--- src/rtl/sdram_spacing_pkg.sv ---
package sdram_spacing_pkg;
   // Cycle figures, in clock cycles
   localparam int unsigned CLOCK_SUSPEND_ENTRY_DELAY = 1;
   localparam int unsigned CLOCK_SUSPEND_EXIT_DELAY = 1;
   localparam int unsigned WRITE_MASK_LATENCY = 0;
   localparam int unsigned READ_MASK_HIZ_LATENCY = 2;
   localparam int unsigned WRITE_DATA_LATENCY = 0;
   localparam int unsigned PRECHARGE_TO_OUTPUT_HIZ_CL3 = 3;
   localparam int unsigned PRECHARGE_TO_OUTPUT_HIZ_CL2 = 2;
   localparam int unsigned MODE_LOAD_TO_COMMAND_GAP = 2;
   localparam int unsigned WRITE_DATA_TO_PRECHARGE_GAP = 2;
   localparam int unsigned WRITE_AUTOPRECHARGE_TO_ACTIVATE_GAP = 4;
   localparam int unsigned COLUMN_COMMAND_GAP = 1;
   // Power-up pause
   localparam int unsigned POWER_UP_PAUSE_US = 100;
   localparam int unsigned CLK_MHZ = 10;
   localparam int unsigned POWER_UP_CYCLES = POWER_UP_PAUSE_US * CLK_MHZ;
   localparam int unsigned WAKE_REFRESH_COUNT = 2;
   localparam int unsigned DATA_WIDTH = 16;
   localparam int unsigned ADDR_WIDTH = 13;
   localparam int unsigned BANK_WIDTH = 2;
   localparam int unsigned READ_LATENCY_MAX = 3;

   // Command code {cs_b, ras_b, cas_b, we_b}
   typedef enum logic [3:0] {
      CMD_INHIBIT = 4'h8,
      CMD_NOP = 4'h7,
      CMD_ACTIVATE = 4'h3,
      CMD_READ = 4'h5,
      CMD_WRITE = 4'h4,
      CMD_STOP = 4'h6,
      CMD_PRECHARGE = 4'h2,
      CMD_REFRESH = 4'h1,
      CMD_MODE_LOAD = 4'h0
   } cmd_t;

   typedef struct packed {
      logic cs_b;
      logic ras_b;
      logic cas_b;
      logic we_b;
      logic [BANK_WIDTH-1:0] bank;
      logic [ADDR_WIDTH-1:0] addr;
   } cmd_bus_t;

   typedef struct packed {
      logic valid;
      logic [BANK_WIDTH-1:0] bank;
      logic [ADDR_WIDTH-1:0] addr;
      logic [DATA_WIDTH-1:0] data;
   } write_beat_t;
endpackage

--- src/rtl/cmd_decoder.sv ---
`timescale 1ns/1ps
// Turns the registered command pins into a one-hot view of the command
module cmd_decoder (
   input wire sdram_spacing_pkg::cmd_bus_t bus,
   output logic is_activate,
   output logic is_read,
   output logic is_write,
   output logic is_stop,
   output logic is_precharge,
   output logic is_refresh,
   output logic is_mode_load
);
   logic [3:0] code;

   always_comb begin
      code = {bus.cs_b, bus.ras_b, bus.cas_b, bus.we_b};
      is_activate = code == sdram_spacing_pkg::CMD_ACTIVATE;
      is_read = code == sdram_spacing_pkg::CMD_READ;
      is_write = code == sdram_spacing_pkg::CMD_WRITE;
      is_stop = code == sdram_spacing_pkg::CMD_STOP;
      is_precharge = code == sdram_spacing_pkg::CMD_PRECHARGE;
      is_refresh = code == sdram_spacing_pkg::CMD_REFRESH;
      is_mode_load = code == sdram_spacing_pkg::CMD_MODE_LOAD;
   end
endmodule // cmd_decoder

--- src/rtl/sdram_command_spacing.sv ---
`timescale 1ns/1ps
module sdram_command_spacing #(
   parameter int unsigned DATA_W = sdram_spacing_pkg::DATA_WIDTH,
   parameter int unsigned POWER_UP_CYCLES = sdram_spacing_pkg::POWER_UP_CYCLES
) (
   input wire logic clk,
   input wire logic rst_b,
   input wire logic cke,
   input wire sdram_spacing_pkg::cmd_bus_t cmd,
   input wire logic dqm,
   input wire logic [DATA_W-1:0] dq_in,
   input wire logic [DATA_W-1:0] read_data,
   output sdram_spacing_pkg::write_beat_t wr_beat,
   output logic [DATA_W-1:0] dq_out,
   output logic dq_oe_b,
   output logic suspended,
   output logic ready,
   output logic read_latency3
);
   initial begin
      // The pause counter is 16 bits wide
      if (DATA_W != sdram_spacing_pkg::DATA_WIDTH || POWER_UP_CYCLES < 1
          || POWER_UP_CYCLES > 65536)
         $error("Unsupported parameter values");
   end

   localparam int unsigned RL = sdram_spacing_pkg::READ_LATENCY_MAX;

   typedef enum logic [2:0] {
      ST_PAUSE = 3'h1,
      ST_WAKE = 3'h2,
      ST_RUN = 3'h4
   } init_state_t;

   logic is_act, is_rd, is_wr, is_stop, is_pre, is_ref, is_mrs;
   logic cke_q, active_q, cmd_ok;
   logic [15:0] pause_q;
   logic [1:0] ref_cnt_q;
   init_state_t init_q;
   logic [RL:0] rd_pipe_q;
   logic [RL:0] mask_pipe_q;
   logic [RL-1:0] burst_q;

   cmd_decoder u_dec (
      .bus(cmd),
      .is_activate(is_act),
      .is_read(is_rd),
      .is_write(is_wr),
      .is_stop(is_stop),
      .is_precharge(is_pre),
      .is_refresh(is_ref),
      .is_mode_load(is_mrs)
   );

   ////////////////////////////////////////////////////////////////////////
   // Clock enable: commands registered only while the previous edge saw it
   always_ff @(posedge clk) begin
      if (!rst_b) cke_q <= 1'b1;
      else cke_q <= cke;
   end
   assign suspended = !cke_q;
   assign active_q = cke_q;
   assign cmd_ok = active_q && ready;

   ////////////////////////////////////////////////////////////////////////
   // Power-up wake sequence; WAKE_REFRESH_COUNT refreshes after the pause give ready
   always_ff @(posedge clk) begin
      if (!rst_b) begin
         init_q <= ST_PAUSE;
         pause_q <= 16'h0000;
         ref_cnt_q <= 2'h0;
      end else begin
         unique case (init_q)
            ST_PAUSE: begin
               if (pause_q == 16'(POWER_UP_CYCLES - 1)) init_q <= ST_WAKE;
               else pause_q <= pause_q + 16'h0001;
            end
            ST_WAKE: begin
               if (active_q && is_ref) begin
                  ref_cnt_q <= ref_cnt_q + 2'h1;
                  if (ref_cnt_q == 2'(sdram_spacing_pkg::WAKE_REFRESH_COUNT - 1))
                     init_q <= ST_RUN;
               end
            end
            ST_RUN: init_q <= ST_RUN;
         endcase
      end
   end
   assign ready = init_q == ST_RUN;

   ////////////////////////////////////////////////////////////////////////
   // Mode register: bit 4 of the op-code picks read latency 3 over 2
   always_ff @(posedge clk) begin
      if (!rst_b) read_latency3 <= 1'b1;
      else if (cmd_ok && is_mrs) read_latency3 <= cmd.addr[4];
   end

   ////////////////////////////////////////////////////////////////////////
   // Write capture: data taken on the command edge, masked with no delay
   always_ff @(posedge clk) begin
      if (!rst_b) wr_beat <= '0;
      else begin
         wr_beat.valid <= cmd_ok && is_wr && !dqm;
         wr_beat.bank <= cmd.bank;
         wr_beat.addr <= cmd.addr;
         wr_beat.data <= dq_in;
      end
   end

   ////////////////////////////////////////////////////////////////////////
   // Read output: mask pipe four deep, tapped two back; precharge cuts burst after latency
   always_ff @(posedge clk) begin
      if (!rst_b) begin
         rd_pipe_q <= '0;
         mask_pipe_q <= '0;
         burst_q <= '0;
      end else begin
         mask_pipe_q <= {mask_pipe_q[RL-1:0], dqm};
         burst_q <= {burst_q[RL-2:0],
                     cmd_ok && (is_rd || (burst_q[0] && !is_pre
                                && !is_stop && !is_wr))};
         rd_pipe_q <= {rd_pipe_q[RL-1:0], cmd_ok && is_rd};
      end
   end

   logic drive;
   always_comb begin
      // Burst stays live until a precharge, stop, write or suspended cycle; delay by the read latency
      drive = read_latency3 ? burst_q[RL-1] : burst_q[RL-2];
   end

   always_ff @(posedge clk) begin
      if (!rst_b) begin
         dq_oe_b <= 1'b1;
         dq_out <= '0;
      end else begin
         // Mask seen two edges back floats the word launched now
         dq_oe_b <= !(drive && !mask_pipe_q[
            sdram_spacing_pkg::READ_MASK_HIZ_LATENCY - 1]);
         dq_out <= read_data;
      end
   end

   ////////////////////////////////////////////////////////////////////////
   chk_mask_write_now: assert property (@(posedge clk) disable iff (!rst_b)
      cmd_ok && is_wr && dqm |=> !wr_beat.valid)
      else $error("Masked write data was stored");
   chk_write_same_edge: assert property (@(posedge clk) disable iff (!rst_b)
      cmd_ok && is_wr && !dqm |=> wr_beat.valid
         && wr_beat.data == $past(dq_in))
      else $error("Write data not taken with command");
   chk_suspend_entry: assert property (@(posedge clk) disable iff (!rst_b)
      !cke |=> suspended)
      else $error("Suspend not entered");
   chk_suspend_exit: assert property (@(posedge clk) disable iff (!rst_b)
      cke |=> !suspended)
      else $error("Suspend not left");
   chk_mask_read_hiz: assert property (@(posedge clk) disable iff (!rst_b)
      dqm |-> ##3 dq_oe_b)
      else $error("Read mask did not float outputs");
   chk_wake_pause: assert property (@(posedge clk) disable iff (!rst_b)
      $rose(rst_b) |-> !ready [*8])
      else $error("Ready before pause");
   chk_mode_latency: assert property (@(posedge clk) disable iff (!rst_b)
      cmd_ok && is_mrs |=> read_latency3 == $past(cmd.addr[4]))
      else $error("Mode load ignored");
   chk_col_every_cycle: assert property (@(posedge clk) disable iff (!rst_b)
      cmd_ok && is_rd |=> rd_pipe_q[0])
      else $error("Read command dropped");
endmodule // sdram_command_spacing

--- config.mk ---
export PLATFORM = sky130hd
export DESIGN_NAME = sdram_command_spacing
export DESIGN_NICKNAME = d
export VERILOG_FILES = /design/src/rtl/sdram_spacing_pkg.sv /design/src/rtl/cmd_decoder.sv /design/src/rtl/sdram_command_spacing.sv
export SDC_FILE = /design/constraint.sdc
export NUM_CORES = 1
export LEC_CHECK = 0
export BUFFER_PORTS_ARGS = -buffer_cell sky130_fd_sc_hd__buf_2
export CAP_MARGIN = 10
export CORE_MARGIN = 4
export CORE_UTILIZATION = 42
export CTS_CLUSTER_DIAMETER = 150
export CTS_CLUSTER_SIZE = 24
export DETAILED_ROUTE_END_ITERATION = 8
export PLACE_DENSITY_LB_ADDON = 0.08
export SLEW_MARGIN = 20
export SYNTH_ARGS = -nofsm -noshare
export SYNTH_HDL_FRONTEND = slang
export SYNTH_SLANG_ARGS = --single-unit
--- constraint.sdc ---
create_clock -name clk -period 1.7 [get_ports clk]
set_input_delay 0.34 -clock clk [delete_from_list [all_inputs] [get_ports clk]]
set_output_delay 0.34 -clock clk [all_outputs]
set_load 0.005 [all_outputs]
==> insert_results.sql, run 1 <==
INSERT INTO impl_metrics (metric_group, metric, value, unit) VALUES
('final_layout', 'register_area', '1540', 'um^2'),
('critical_path', 'crit_chain', 'ha_2 -> and3b_1 -> and4_4 -> or4_4 -> a21oi_2', ''),
('global_routing', 'grt_overflow_total', '0', ''),
('synthesis', 'synthSimpleGateAreaFrac', '0.279', ''),
('final_layout', 'layout.cells.most_common_list', 'sky130_fd_sc_hd__buf_2, sky130_fd_sc_hd__dfxtp_1, sky130_fd_sc_hd__and2_1', ''),
('critical_path', 'kind_of_cell_with_the_highest_combined_delay_on_the_critical_path', 'simple AND/OR/NAND/NOR gates', ''),
('synthesis', 'yosysWarnings', '0', ''),
('synthesis', 'synthAdderAreaFrac', '0.00965', ''),
('timing', 'unrepaired_setup_endpoints_after_global_routing', 'no', ''),
('final_layout', 'nFillCells', '547', ''),
('clocking', 'clk_pin_slew_worst_paths', '70', 'ps'),
('job', 'maxCapViolCount', '0', ''),
('timing', 'achievable-frequency', '619', 'MHz'),
('synthesis', 'multiplexer_area_fraction_after_synthesis', '0.0193', ''),
('synthesis', 'synth.ff_latch_count', '77', ''),
('die', 'dieWidth', '86.6', 'um'),
('global_routing', 'antenna_found_initial', '0', ''),
('timing', 'finalSetupTns', '0', 'ps'),
('final_layout', 'insertedDiodeCount', '0', ''),
('clocking', 'clock_insertion_delay_worst_skew', '340', 'ps'),
('power', 'worst_ir_drop_vdd', '562', 'uV'),
('die', 'placeableCoreArea', '5960', 'um^2'),
('synthesis', 'synthArstFlopShare', '0', ''),
('route', 'route.antenna.remaining_nets', '0', ''),
('placement', 'gp_congestion', '0.792', ''),
('placement', 'placement.io_buffers', '106', ''),
('final_layout', 'multi_input_area', '1010', 'um^2'),
('critical_path', 'timing.reg2reg.setup_slack', '80', 'ps'),
('synthesis', 'postSynthAreaPerCell', '10.6', 'um^2'),
('timing', 'final.setup.worst_slack', '84.3', 'ps'),
('timing', 'slew_worst_pin', '350', 'ps'),
('power', 'power.share.clock', '0.391', ''),
('power', 'power.switching', '0.000779', 'W'),
('final_layout', 'area_growth', '33.5', '%'),
('power', 'power.share.combinational', '0.080', ''),
('synthesis', 'synth-xor-area-share', '0.0236', ''),
('critical_path', 'cpMaxStageDelayCell', 'sky130_fd_sc_hd__or4_4', ''),
('die', 'chipHeight', '86.6', 'um'),
('placement', 'dp.final_hpwl', '4040', 'um'),
('final_layout', 'final_util', '0.581', ''),
('route', 'route.final.wire_length', '5480', 'um'),
('power', 'cellInternalPower', '0.00285', 'W'),
('worst_hold_path', 'hold_class', 'in2reg', ''),
('route', 'via_per_inst', '4.60', ''),
('clocking', 'ctsHoldBuffers', '0', ''),
('outcome', 'status', 'completed', ''),
('critical_path', 'critical_path.max_fanout', '8', ''),
('final_layout', 'fraction_of_layout_instances_using_a_drive_strength_above_1', '0.380', ''),
('synthesis', 'mappedNetlistNets', '302', ''),
('synthesis', 'syn_area', '2590', 'um^2'),
('critical_path', 'path_class', 'reg2reg', ''),
('route', 'number_of_search_and_repair_iterations_in_the_first_detailed_routing_pass', '4', ''),
('clocking', 'cts-root-buf', 'sky130_fd_sc_hd__clkbuf_8', ''),
('global_routing', 'number_of_global_route_vias_before_repair', '1918', ''),
('synthesis', 'synth_top_family_by_area', 'simple AND/OR/NAND/NOR gates', ''),
('timing', 'post_route_skew', '3.17', 'ps'),
('timing', 'drv_slew', '0', ''),
('power', 'power-per-cell-area', '1050', 'nW/um^2'),
('timing', 'finalSetupViolations', '0', ''),
('die', 'design.die.area', '7500', 'um^2'),
('critical_path', 'crit_required', '1980', 'ps'),
('die', 'start_util', '0.436', ''),
('timing', 'min_period', '1620', 'ps'),
('critical_path', 'cp-start-kind', 'flip-flop', ''),
('die', 'design.portCount', '107', ''),
('timing', 'timing.max_slew.rel_slack', '0.763', ''),
('synthesis', 'postSynthCellCount', '245', ''),
('route', 'detailedRoute.firstIterationViolations', '50', ''),
('route', 'drc_errors', '0', ''),
('clocking', 'cts_post_setup_buffers_inserted', '0', ''),
('clocking', 'cts_buffer_depth', '2', '');
## path summary, 6_finish.rpt
check	start	endpoint	cells past startpoint
hold / removal	cke	active_q$_SDFF_PN1_	2
setup reg to reg	pause_q[0]$_SDFFE_PN0P_	pause_q[9]$_SDFFE_PN0P_	5
hold reg to reg	mask_pipe_q[1]$_SDFF_PN0_	dq_oe_b$_SDFF_PN1_	1
setup / recovery	pause_q[0]$_SDFFE_PN0P_	pause_q[9]$_SDFFE_PN0P_	5
## cell type report
cell class / instances / share of cell area
Clock buffer: 13 / 0.0488
Timing Repair Buffer: 113 / 0.168
Clock inverter: 3 / 0.0123
Inverter: 6 / 0.00651
Tap cell: 75 / 0.0271
Sequential cell: 77 / 0.446
Multi-Input combinational cell: 151 / 0.291
## sequential cells by signal, indices dropped and copies added, names as in the netlist
| name | count |
|---|---|
| active_q | 1 |
| burst_q | 3 |
| dq_oe_b | 1 |
| dq_out | 16 |
| init_q | 3 |
| mask_pipe_q | 2 |
| pause_q | 16 |
| read_latency3 | 1 |
| ref_cnt_q | 2 |
| wr_beat | 32 |
## power groups by stage
stage                     combinational, W  sequential, W  clock [W]
after CTS                         0.000294        0.00192    0.00147
after global placement            0.000290        0.00196          0
after floorplan                   0.000124        0.00196          0
final                             0.000291        0.00192    0.00142
after global routing              0.000329        0.00193    0.00153
after detailed placement          0.000292        0.00196          0
## logic make-up after synthesis
group	after synthesis
buffers and inverters	17
and+or+nand+nor	118
muxes	5
AOI/OAI and AO/OA	19
adders and majority gates	2
xor gates and xnor gates	7
DFF	77
## through the flow
| step | area [um^2] | power (W) | std cells | hold slack (ps) |
|---|---|---|---|---|
| final | 3460 | 0.00362 | 438 | 180 |
| after global routing | 3460 | 0.00379 | 438 | 172 |
| after CTS | 3440 | 0.00368 | 438 | 163 |
| after detailed placement | 3220 | 0.00225 | 422 | 408 |
| after global placement | 3220 | 0.00225 | 422 | 396 |
| after floorplan | 2600 | 0.00209 | 245 | 391 |
## layer usage
metal,track usage,up-vias,part of all wire
met5,0,-,0
met4,0.0822,0,0.019
met3,0.0523,10,0.093
met2,0.244,65,0.46
met1,0.167,888,0.43
li1,-,1051,-
## cells in the mapped netlist (2+ instances only)
cell	number	share of area
sky130_fd_sc_hd__a21oi_1	6	0.012
sky130_fd_sc_hd__dfxtp_1	77	0.59
sky130_fd_sc_hd__xor2_1	6	0.020
sky130_fd_sc_hd__inv_1	6	0.0087
sky130_fd_sc_hd__o211ai_1	2	0.0058
sky130_fd_sc_hd__and2_1	54	0.13
sky130_fd_sc_hd__nand3_1	8	0.015
sky130_fd_sc_hd__and4_1	2	0.0068
sky130_fd_sc_hd__nand4_1	6	0.014
sky130_fd_sc_hd__nand2_1	10	0.014
sky130_fd_sc_hd__nor2b_1	2	0.0048
sky130_fd_sc_hd__o21ai_1	2	0.0039
sky130_fd_sc_hd__or3_1	3	0.0072
sky130_fd_sc_hd__clkbuf_1	8	0.012
sky130_fd_sc_hd__nand2b_1	5	0.012
sky130_fd_sc_hd__ha_1	2	0.0096
sky130_fd_sc_hd__o21ai_0	2	0.0039
sky130_fd_sc_hd__buf_2	2	0.0039
sky130_fd_sc_hd__nor2_1	10	0.014
sky130_fd_sc_hd__o31ai_1	4	0.012
sky130_fd_sc_hd__mux2i_1	5	0.019
sky130_fd_sc_hd__nor4b_1	2	0.0068
sky130_fd_sc_hd__nor3b_1	3	0.0087
sky130_fd_sc_hd__or4_1	4	0.012
sky130_fd_sc_hd__nor4bb_1	2	0.0077
## timing repair
action,4_1_cts,5_1_grt
setup endpoints to repair,1,5
resized for setup,1,7
endpoints found under the hold margin,0,0
(Power assumes the default switching activity.)
==> inputs of run 2 (changes only) <==
--- a/config.mk
+++ b/config.mk
@@ -7,12 +7,13 @@
 export LEC_CHECK = 0
 export BUFFER_PORTS_ARGS = -buffer_cell sky130_fd_sc_hd__buf_2
 export CAP_MARGIN = 10
+export CORE_ASPECT_RATIO = 1.25
 export CORE_MARGIN = 4
 export CORE_UTILIZATION = 42
 export CTS_CLUSTER_DIAMETER = 150
 export CTS_CLUSTER_SIZE = 24
 export DETAILED_ROUTE_END_ITERATION = 8
-export PLACE_DENSITY_LB_ADDON = 0.08
+export PLACE_DENSITY_LB_ADDON = 0.3
 export SLEW_MARGIN = 20
 export SYNTH_ARGS = -nofsm -noshare
 export SYNTH_HDL_FRONTEND = slang
==> run 2 against run 1 <==
Hold slack improved by 2.1 ps. Critical path depth is the same. Register-to-register slack is essentially flat. Wire length decreased by 3.7%. Cell area fell by 1.5%. Fmax grew 0.51%. Critical path type unchanged. Critical endpoint unchanged. Largest cell class unchanged.
==> insert_results.sql, run 2 (same netlist as run 1, synthesis figures left out) <==
INSERT INTO impl_metrics (metric_group, metric, value, unit) VALUES
('final_layout', 'layout.cells.most_common_list', 'sky130_fd_sc_hd__buf_2, sky130_fd_sc_hd__dfxtp_1, sky130_fd_sc_hd__and2_1', ''),
('placement', 'gp_congestion', '0.798', ''),
('global_routing', 'number_of_global_route_vias_before_repair', '1901', ''),
('worst_hold_path', 'hold_class', 'in2reg', ''),
('clocking', 'clock-sinks', '77', ''),
('power', 'fraction_of_power_spent_switching_nets', '0.230', ''),
('final_layout', 'final_util', '0.579', ''),
('critical_path', 'path_class', 'reg2reg', ''),
('timing', 'finalHoldViolCount', '0', ''),
('placement', 'dp.final_hpwl', '3980', 'um'),
('timing', 'achievable-frequency', '622', 'MHz'),
('global_routing', 'grt_start_max_net_pins', '28', ''),
('critical_path', 'cp-start-kind', 'flip-flop', ''),
('die', 'design.die.area', '7500', 'um^2'),
('critical_path', 'cpMaxStageDelayCell', 'sky130_fd_sc_hd__or4_1', ''),
('die', 'rows', '31', ''),
('power', 'cellInternalPower', '0.00257', 'W'),
('final_layout', 'reg_top3', 'wr_beat x32, dq_out x16, pause_q x16', ''),
('critical_path', 'kind_of_cell_with_the_highest_combined_delay_on_the_critical_path', 'simple AND/OR/NAND/NOR gates', ''),
('timing', 'finalSetupTns', '0', 'ps'),
('timing', 'post_route_skew', '9.10', 'ps'),
('critical_path', 'critical_path.max_fanout', '8', ''),
('route', 'route.final.wire_length', '5280', 'um'),
('power', 'leakagePower', '1.58', 'nW'),
('clocking', 'clock_insertion_delay_worst_skew', '340', 'ps'),
('die', 'chipHeight', '95.9', 'um'),
('outcome', 'status', 'completed', ''),
('timing', 'timing.max_slew.rel_slack', '0.742', ''),
('final_layout', 'largest_register', 'wr_beat', ''),
('die', 'start_util', '0.440', ''),
('global_routing', 'grt_overflow_total', '0', ''),
('route', 'num_vias', '2056', ''),
('power', 'power.switching', '0.000766', 'W'),
('die', 'placeableCoreArea', '5900', 'um^2'),
('final_layout', 'fraction_of_layout_instances_using_a_drive_strength_above_1', '0.364', ''),
('final_layout', 'finish.net_count', '415', ''),
('final_layout', 'multi_input_area', '987', 'um^2'),
('power', 'p_seq_frac', '0.574', ''),
('route', 'drc_errors', '0', ''),
('critical_path', 'crit_required', '1970', 'ps'),
('critical_path', 'path_buf_inv', '0', ''),
('final_layout', 'final_common_cell', 'sky130_fd_sc_hd__buf_2', ''),
('clocking', 'clock_tree_from_tritoncts', 'built', ''),
('power', 'worst_ir_drop_vdd', '479', 'uV'),
('route', 'post_drt_wl_per_cell', '11.9', 'um'),
('power', 'power.share.combinational', '0.086', ''),
('placement', 'placement.io_buffers', '106', ''),
('final_layout', 'largest_register_ff_count', '32', ''),
('power', 'power-per-cell-area', '978', 'nW/um^2'),
('clocking', 'cts-buffers-inserted', '9', ''),
('route', 'via_per_inst', '4.62', ''),
('die', 'design.portCount', '107', ''),
('route', 'number_of_search_and_repair_iterations_in_the_first_detailed_routing_pass', '4', ''),
('timing', 'finalCritPeriodShare', '0.946', ''),
('die', 'dieWidth', '78.3', 'um'),
('critical_path', 'cp.arrival', '1870', 'ps'),
('timing', 'min_period', '1610', 'ps'),
('route', 'detailedRoute.firstIterationViolations', '34', ''),
('timing', 'drv_slew', '0', ''),
('global_routing', 'gr-usage-all-layers', '0.142', ''),
('global_routing', 'wire_length_of_the_first_global_routing_pass', '8230', 'um'),
('final_layout', 'area_growth', '31.5', '%'),
('critical_path', 'crit_chain', 'ha_2 -> and3b_1 -> and4_4 -> or4_1 -> a21oi_1', ''),
('job', 'maxCapViolCount', '0', ''),
('final_layout', 'register_area', '1540', 'um^2'),
('clocking', 'clk_pin_slew_worst_paths', '80', 'ps'),
('clocking', 'htree_num_levels', '3', ''),
('clocking', 'ctsHoldBuffers', '0', ''),
('power', 'power.share.clock', '0.340', ''),
('final_layout', 'nFillCells', '545', ''),
('timing', 'unrepaired_setup_endpoints_after_global_routing', 'no', ''),
('critical_path', 'kind_of_end_point_of_the_critical_path', 'flip-flop', ''),
('clocking', 'cts_buffer_depth', '2', ''),
('final_layout', 'insertedDiodeCount', '0', ''),
('critical_path', 'cp_slowest_stage_delay', '490', 'ps'),
('clocking', 'cts-root-buf', 'sky130_fd_sc_hd__clkbuf_8', ''),
('timing', 'slew_worst_pin', '382', 'ps'),
('timing', 'finalSetupViolations', '0', ''),
('route', 'route.antenna.remaining_nets', '0', ''),
('global_routing', 'antenna_found_initial', '0', '');
## run 2: cell type report
class / instances / share of cell area
Timing Repair Buffer: 113 / 0.175
Sequential cell: 77 / 0.452
Tap cell: 82 / 0.0301
Multi-Input combinational cell: 151 / 0.289
Clock inverter: 4 / 0.00734
Clock buffer: 12 / 0.0396
Inverter: 6 / 0.00660
## run 2: power by group through the flow
stage,clock network [W],registers [W],logic [W]
floorplan,0,0.00196,0.000124
global placement,0,0.00196,0.000286
detailed placement,0,0.00196,0.000290
CTS,0.00118,0.00192,0.000292
global route,0.00126,0.00192,0.000324
finish,0.00113,0.00192,0.000286
## run 2: per-layer routing
layer	global-route usage	up-vias	wire length (um)
met5	0	-	0
met2	0.251	73	2560
li1	-	1042	-
met4	0.0875	0	124
met3	0.0421	9	439
met1	0.149	932	2150
## run 2: stage by stage
step           hold slack (ps)  total power, W  setup slack [ps]  area [um^2]  std cells
2_1_floorplan              391         0.00209              30.6         2600        245
3_3_place_gp               399         0.00224              63.9         3240        429
3_5_place_dp               406         0.00225              39.7         3240        429
4_1_cts                    165         0.00339              70.6         3410        445
5_1_grt                    181         0.00350              6.22         3410        445
6_report                   183         0.00334              92.5         3410        445
## run 2: repair_timing
| action | in CTS | in global routing |
|---|---|---|
| pin swaps | 0 | 0 |
| buffers inserted | 0 | 0 |
| endpoints found under the setup margin | 1 | 2 |
| resized for setup | 1 | 2 |
## run 2: worst paths after layout
| check | start | to | slack [ps] | cells after the start |
|---|---|---|---|---|
| worst min register to register | mask_pipe_q[1]$_SDFF_PN0_ | dq_oe_b$_SDFF_PN1_ | 420 | 1 |
| worst min-delay path | cke | active_q$_SDFF_PN1_ | 180 | 2 |
| worst max-delay path | pause_q[0]$_SDFFE_PN0P_ | pause_q[9]$_SDFFE_PN0P_ | 90 | 5 |
| worst max register to register | pause_q[0]$_SDFFE_PN0P_ | pause_q[9]$_SDFFE_PN0P_ | 90 | 5 |
==> inputs of run 3 (changes only) <==
--- a/config.mk
+++ b/config.mk
@@ -6,9 +6,8 @@
 export NUM_CORES = 1
 export LEC_CHECK = 0
 export BUFFER_PORTS_ARGS = -buffer_cell sky130_fd_sc_hd__buf_2
-export CAP_MARGIN = 10
+export CAP_MARGIN = 40
 export CORE_ASPECT_RATIO = 1.25
-export CORE_MARGIN = 4
 export CORE_UTILIZATION = 42
 export CTS_CLUSTER_DIAMETER = 150
 export CTS_CLUSTER_SIZE = 24
==> run 3 against run 2 <==
Setup slack got worse by 5.7 ps. Hold slack got worse by 11 ps. Cell count unchanged. Utilization increased by 0.96 points. Sequential share of layout area decreased by 0.44 points. Via count decreased by 0.54%. Wire length decreased by 4.4%. Fmax decreased by 0.36%. Global-route usage increased by 1.7 points. Largest cell class unchanged.
==> insert_results.sql, run 3 (same netlist as run 1, synthesis figures left out) <==
INSERT INTO impl_metrics (metric_group, metric, value, unit) VALUES
('timing', 'finalSetupTns', '0', 'ps'),
('route', 'num_vias', '2045', ''),
('final_layout', 'largest_register_ff_count', '32', ''),
('route', 'number_of_search_and_repair_iterations_in_the_first_detailed_routing_pass', '4', ''),
('clocking', 'htree_num_levels', '3', ''),
('route', 'detailedRoute.firstIterationViolations', '77', ''),
('placement', 'dp.cells', '428', ''),
('job', 'maxCapViolCount', '0', ''),
('critical_path', 'path_class', 'reg2reg', ''),
('final_layout', 'layoutNonFillerInstCount', '445', ''),
('final_layout', 'final_common_cell', 'sky130_fd_sc_hd__buf_2', ''),
('clocking', 'clock_tree_from_tritoncts', 'built', ''),
('global_routing', 'number_of_global_route_vias_before_repair', '1828', ''),
('critical_path', 'cp-start-kind', 'flip-flop', ''),
('critical_path', 'crit_required', '1980', 'ps'),
('timing', 'post_route_skew', '7.01', 'ps'),
('die', 'design.die.area', '6500', 'um^2'),
('route', 'post_drt_wl_per_cell', '11.3', 'um'),
('power', 'worst_ir_drop_vdd', '671', 'uV'),
('timing', 'finalCritPeriodShare', '0.949', ''),
('critical_path', 'cp.arrival', '1890', 'ps'),
('critical_path', 'critical_path.max_fanout', '7', ''),
('timing', 'final.setup.worst_slack', '86.7', 'ps'),
('placement', 'placement.setup.worst_slack', '-35.9', 'ps'),
('placement', 'placement.io_buffers', '106', ''),
('final_layout', 'multi_input_area', '993', 'um^2'),
('route', 'via_per_inst', '4.60', ''),
('placement', 'dp.final_hpwl', '3600', 'um'),
('final_layout', 'layout.cells.most_common_list', 'sky130_fd_sc_hd__buf_2, sky130_fd_sc_hd__dfxtp_1, sky130_fd_sc_hd__and2_1', ''),
('timing', 'hold_slack', '171', 'ps'),
('route', 'top_signal_layer_used', 'met4', ''),
('die', 'start_util', '0.443', ''),
('clocking', 'clk_pin_slew_worst_paths', '70', 'ps'),
('route', 'drc_errors', '0', ''),
('timing', 'drv_slew', '0', ''),
('clocking', 'cts_buffer_depth', '2', ''),
('die', 'chipHeight', '89.9', 'um'),
('timing', 'finalSetupViolations', '0', ''),
('die', 'design.portCount', '107', ''),
('route', 'wl_met3', '375', 'um'),
('clocking', 'clock-sinks', '77', ''),
('global_routing', 'grt_start_max_net_pins', '54', ''),
('final_layout', 'area_growth', '32.8', '%'),
('critical_path', 'kind_of_end_point_of_the_critical_path', 'flip-flop', ''),
('final_layout', 'fraction_of_layout_instances_using_a_drive_strength_above_1', '0.369', ''),
('die', 'rows', '31', ''),
('timing', 'slew_worst_pin', '367', 'ps'),
('power', 'leakagePower', '1.59', 'nW'),
('route', 'route.antenna.remaining_nets', '0', ''),
('final_layout', 'register_area', '1540', 'um^2'),
('clocking', 'clock_insertion_delay_worst_skew', '350', 'ps'),
('global_routing', 'wire_length_of_the_first_global_routing_pass', '7960', 'um'),
('final_layout', 'nFillCells', '502', ''),
('route', 'route.final.wire_length', '5050', 'um'),
('route', 'drt-met1-wl', '2100', 'um'),
('power', 'post-layout-total-power', '0.00357', 'W'),
('die', 'placeableCoreArea', '5860', 'um^2'),
('final_layout', 'finish.net_count', '415', ''),
('die', 'dieWidth', '72.3', 'um'),
('timing', 'finalHoldViolCount', '0', ''),
('global_routing', 'antenna_found_initial', '0', ''),
('final_layout', 'insertedDiodeCount', '0', ''),
('global_routing', 'gr-usage-all-layers', '0.159', ''),
('global_routing', 'grt_overflow_total', '0', ''),
('power', 'power-per-cell-area', '1040', 'nW/um^2'),
('worst_hold_path', 'hold_class', 'in2reg', ''),
('timing', 'timing.max_slew.rel_slack', '0.752', ''),
('clocking', 'cts-buffers-inserted', '9', ''),
('timing', 'min_period', '1610', 'ps'),
('final_layout', 'reg_top3', 'wr_beat x32, dq_out x16, pause_q x16', ''),
('placement', 'gp_congestion', '0.756', ''),
('route', 'met2_length', '2480', 'um'),
('final_layout', 'largest_register', 'wr_beat', ''),
('outcome', 'status', 'completed', ''),
('clocking', 'cts-root-buf', 'sky130_fd_sc_hd__clkbuf_8', ''),
('timing', 'achievable-frequency', '620', 'MHz');
-- run 3: worst max-delay path, cell delays in order (launching register included) --
cell and delay (ps):
sky130_fd_sc_hd__dfxtp_1 420, sky130_fd_sc_hd__and4_2 340, sky130_fd_sc_hd__nand2_1 120, sky130_fd_sc_hd__or4_1 510
sky130_fd_sc_hd__a21oi_1 150
-- run 3: worst paths after layout --
check,from,endpoint,slack [ps],cells after the start
setup / recovery,pause_q[2]$_SDFFE_PN0P_,pause_q[14]$_SDFFE_PN0P_,90,4
hold reg to reg,mask_pipe_q[1]$_SDFF_PN0_,dq_oe_b$_SDFF_PN1_,420,1
hold / removal,dqm,wr_beat[31]$_SDFF_PN0_,170,2
setup reg to reg,pause_q[2]$_SDFFE_PN0P_,pause_q[14]$_SDFFE_PN0P_,90,4
-- run 3: layout make-up --
type                            count  area share
Sequential cell                    77       0.448
Tap cell                           82      0.0298
Clock buffer                       11      0.0410
Clock inverter                      5      0.0171
Inverter                            6     0.00654
Multi-Input combinational cell    151       0.288
Timing Repair Buffer              113       0.169
-- run 3: where the power goes --
part / internal (W) / switching, W
clock: 0.000721 / 0.000647
combinational: 0.000162 / 0.000125
sequential: 0.00188 / 0.0000334
-- run 3: timing repair --
| action | 4_1_cts | 5_1_grt |
|---|---|---|
| buffers inserted | 0 | 1 |
| hold buffers | 0 | 0 |
| resized for setup | 0 | 4 |
| setup endpoints to repair | 0 | 4 |
-- run 3: metrics by stage --
| step | instance area [um^2] | util |
|---|---|---|
| final | 3440 | 0.588 |
| after global routing | 3440 | 0.588 |
| after CTS | 3420 | 0.584 |
| after detailed placement | 3220 | 0.550 |
| after global placement | 3220 | 0.550 |
| after floorplan | 2600 | - |
-- run 3: metal layers --
layer / track usage / vias up
met1: 0.163 / 910
li1: - / 1048
met4: 0.0801 / 0
met3: 0.0594 / 10
met5: 0 / -
met2: 0.276 / 77
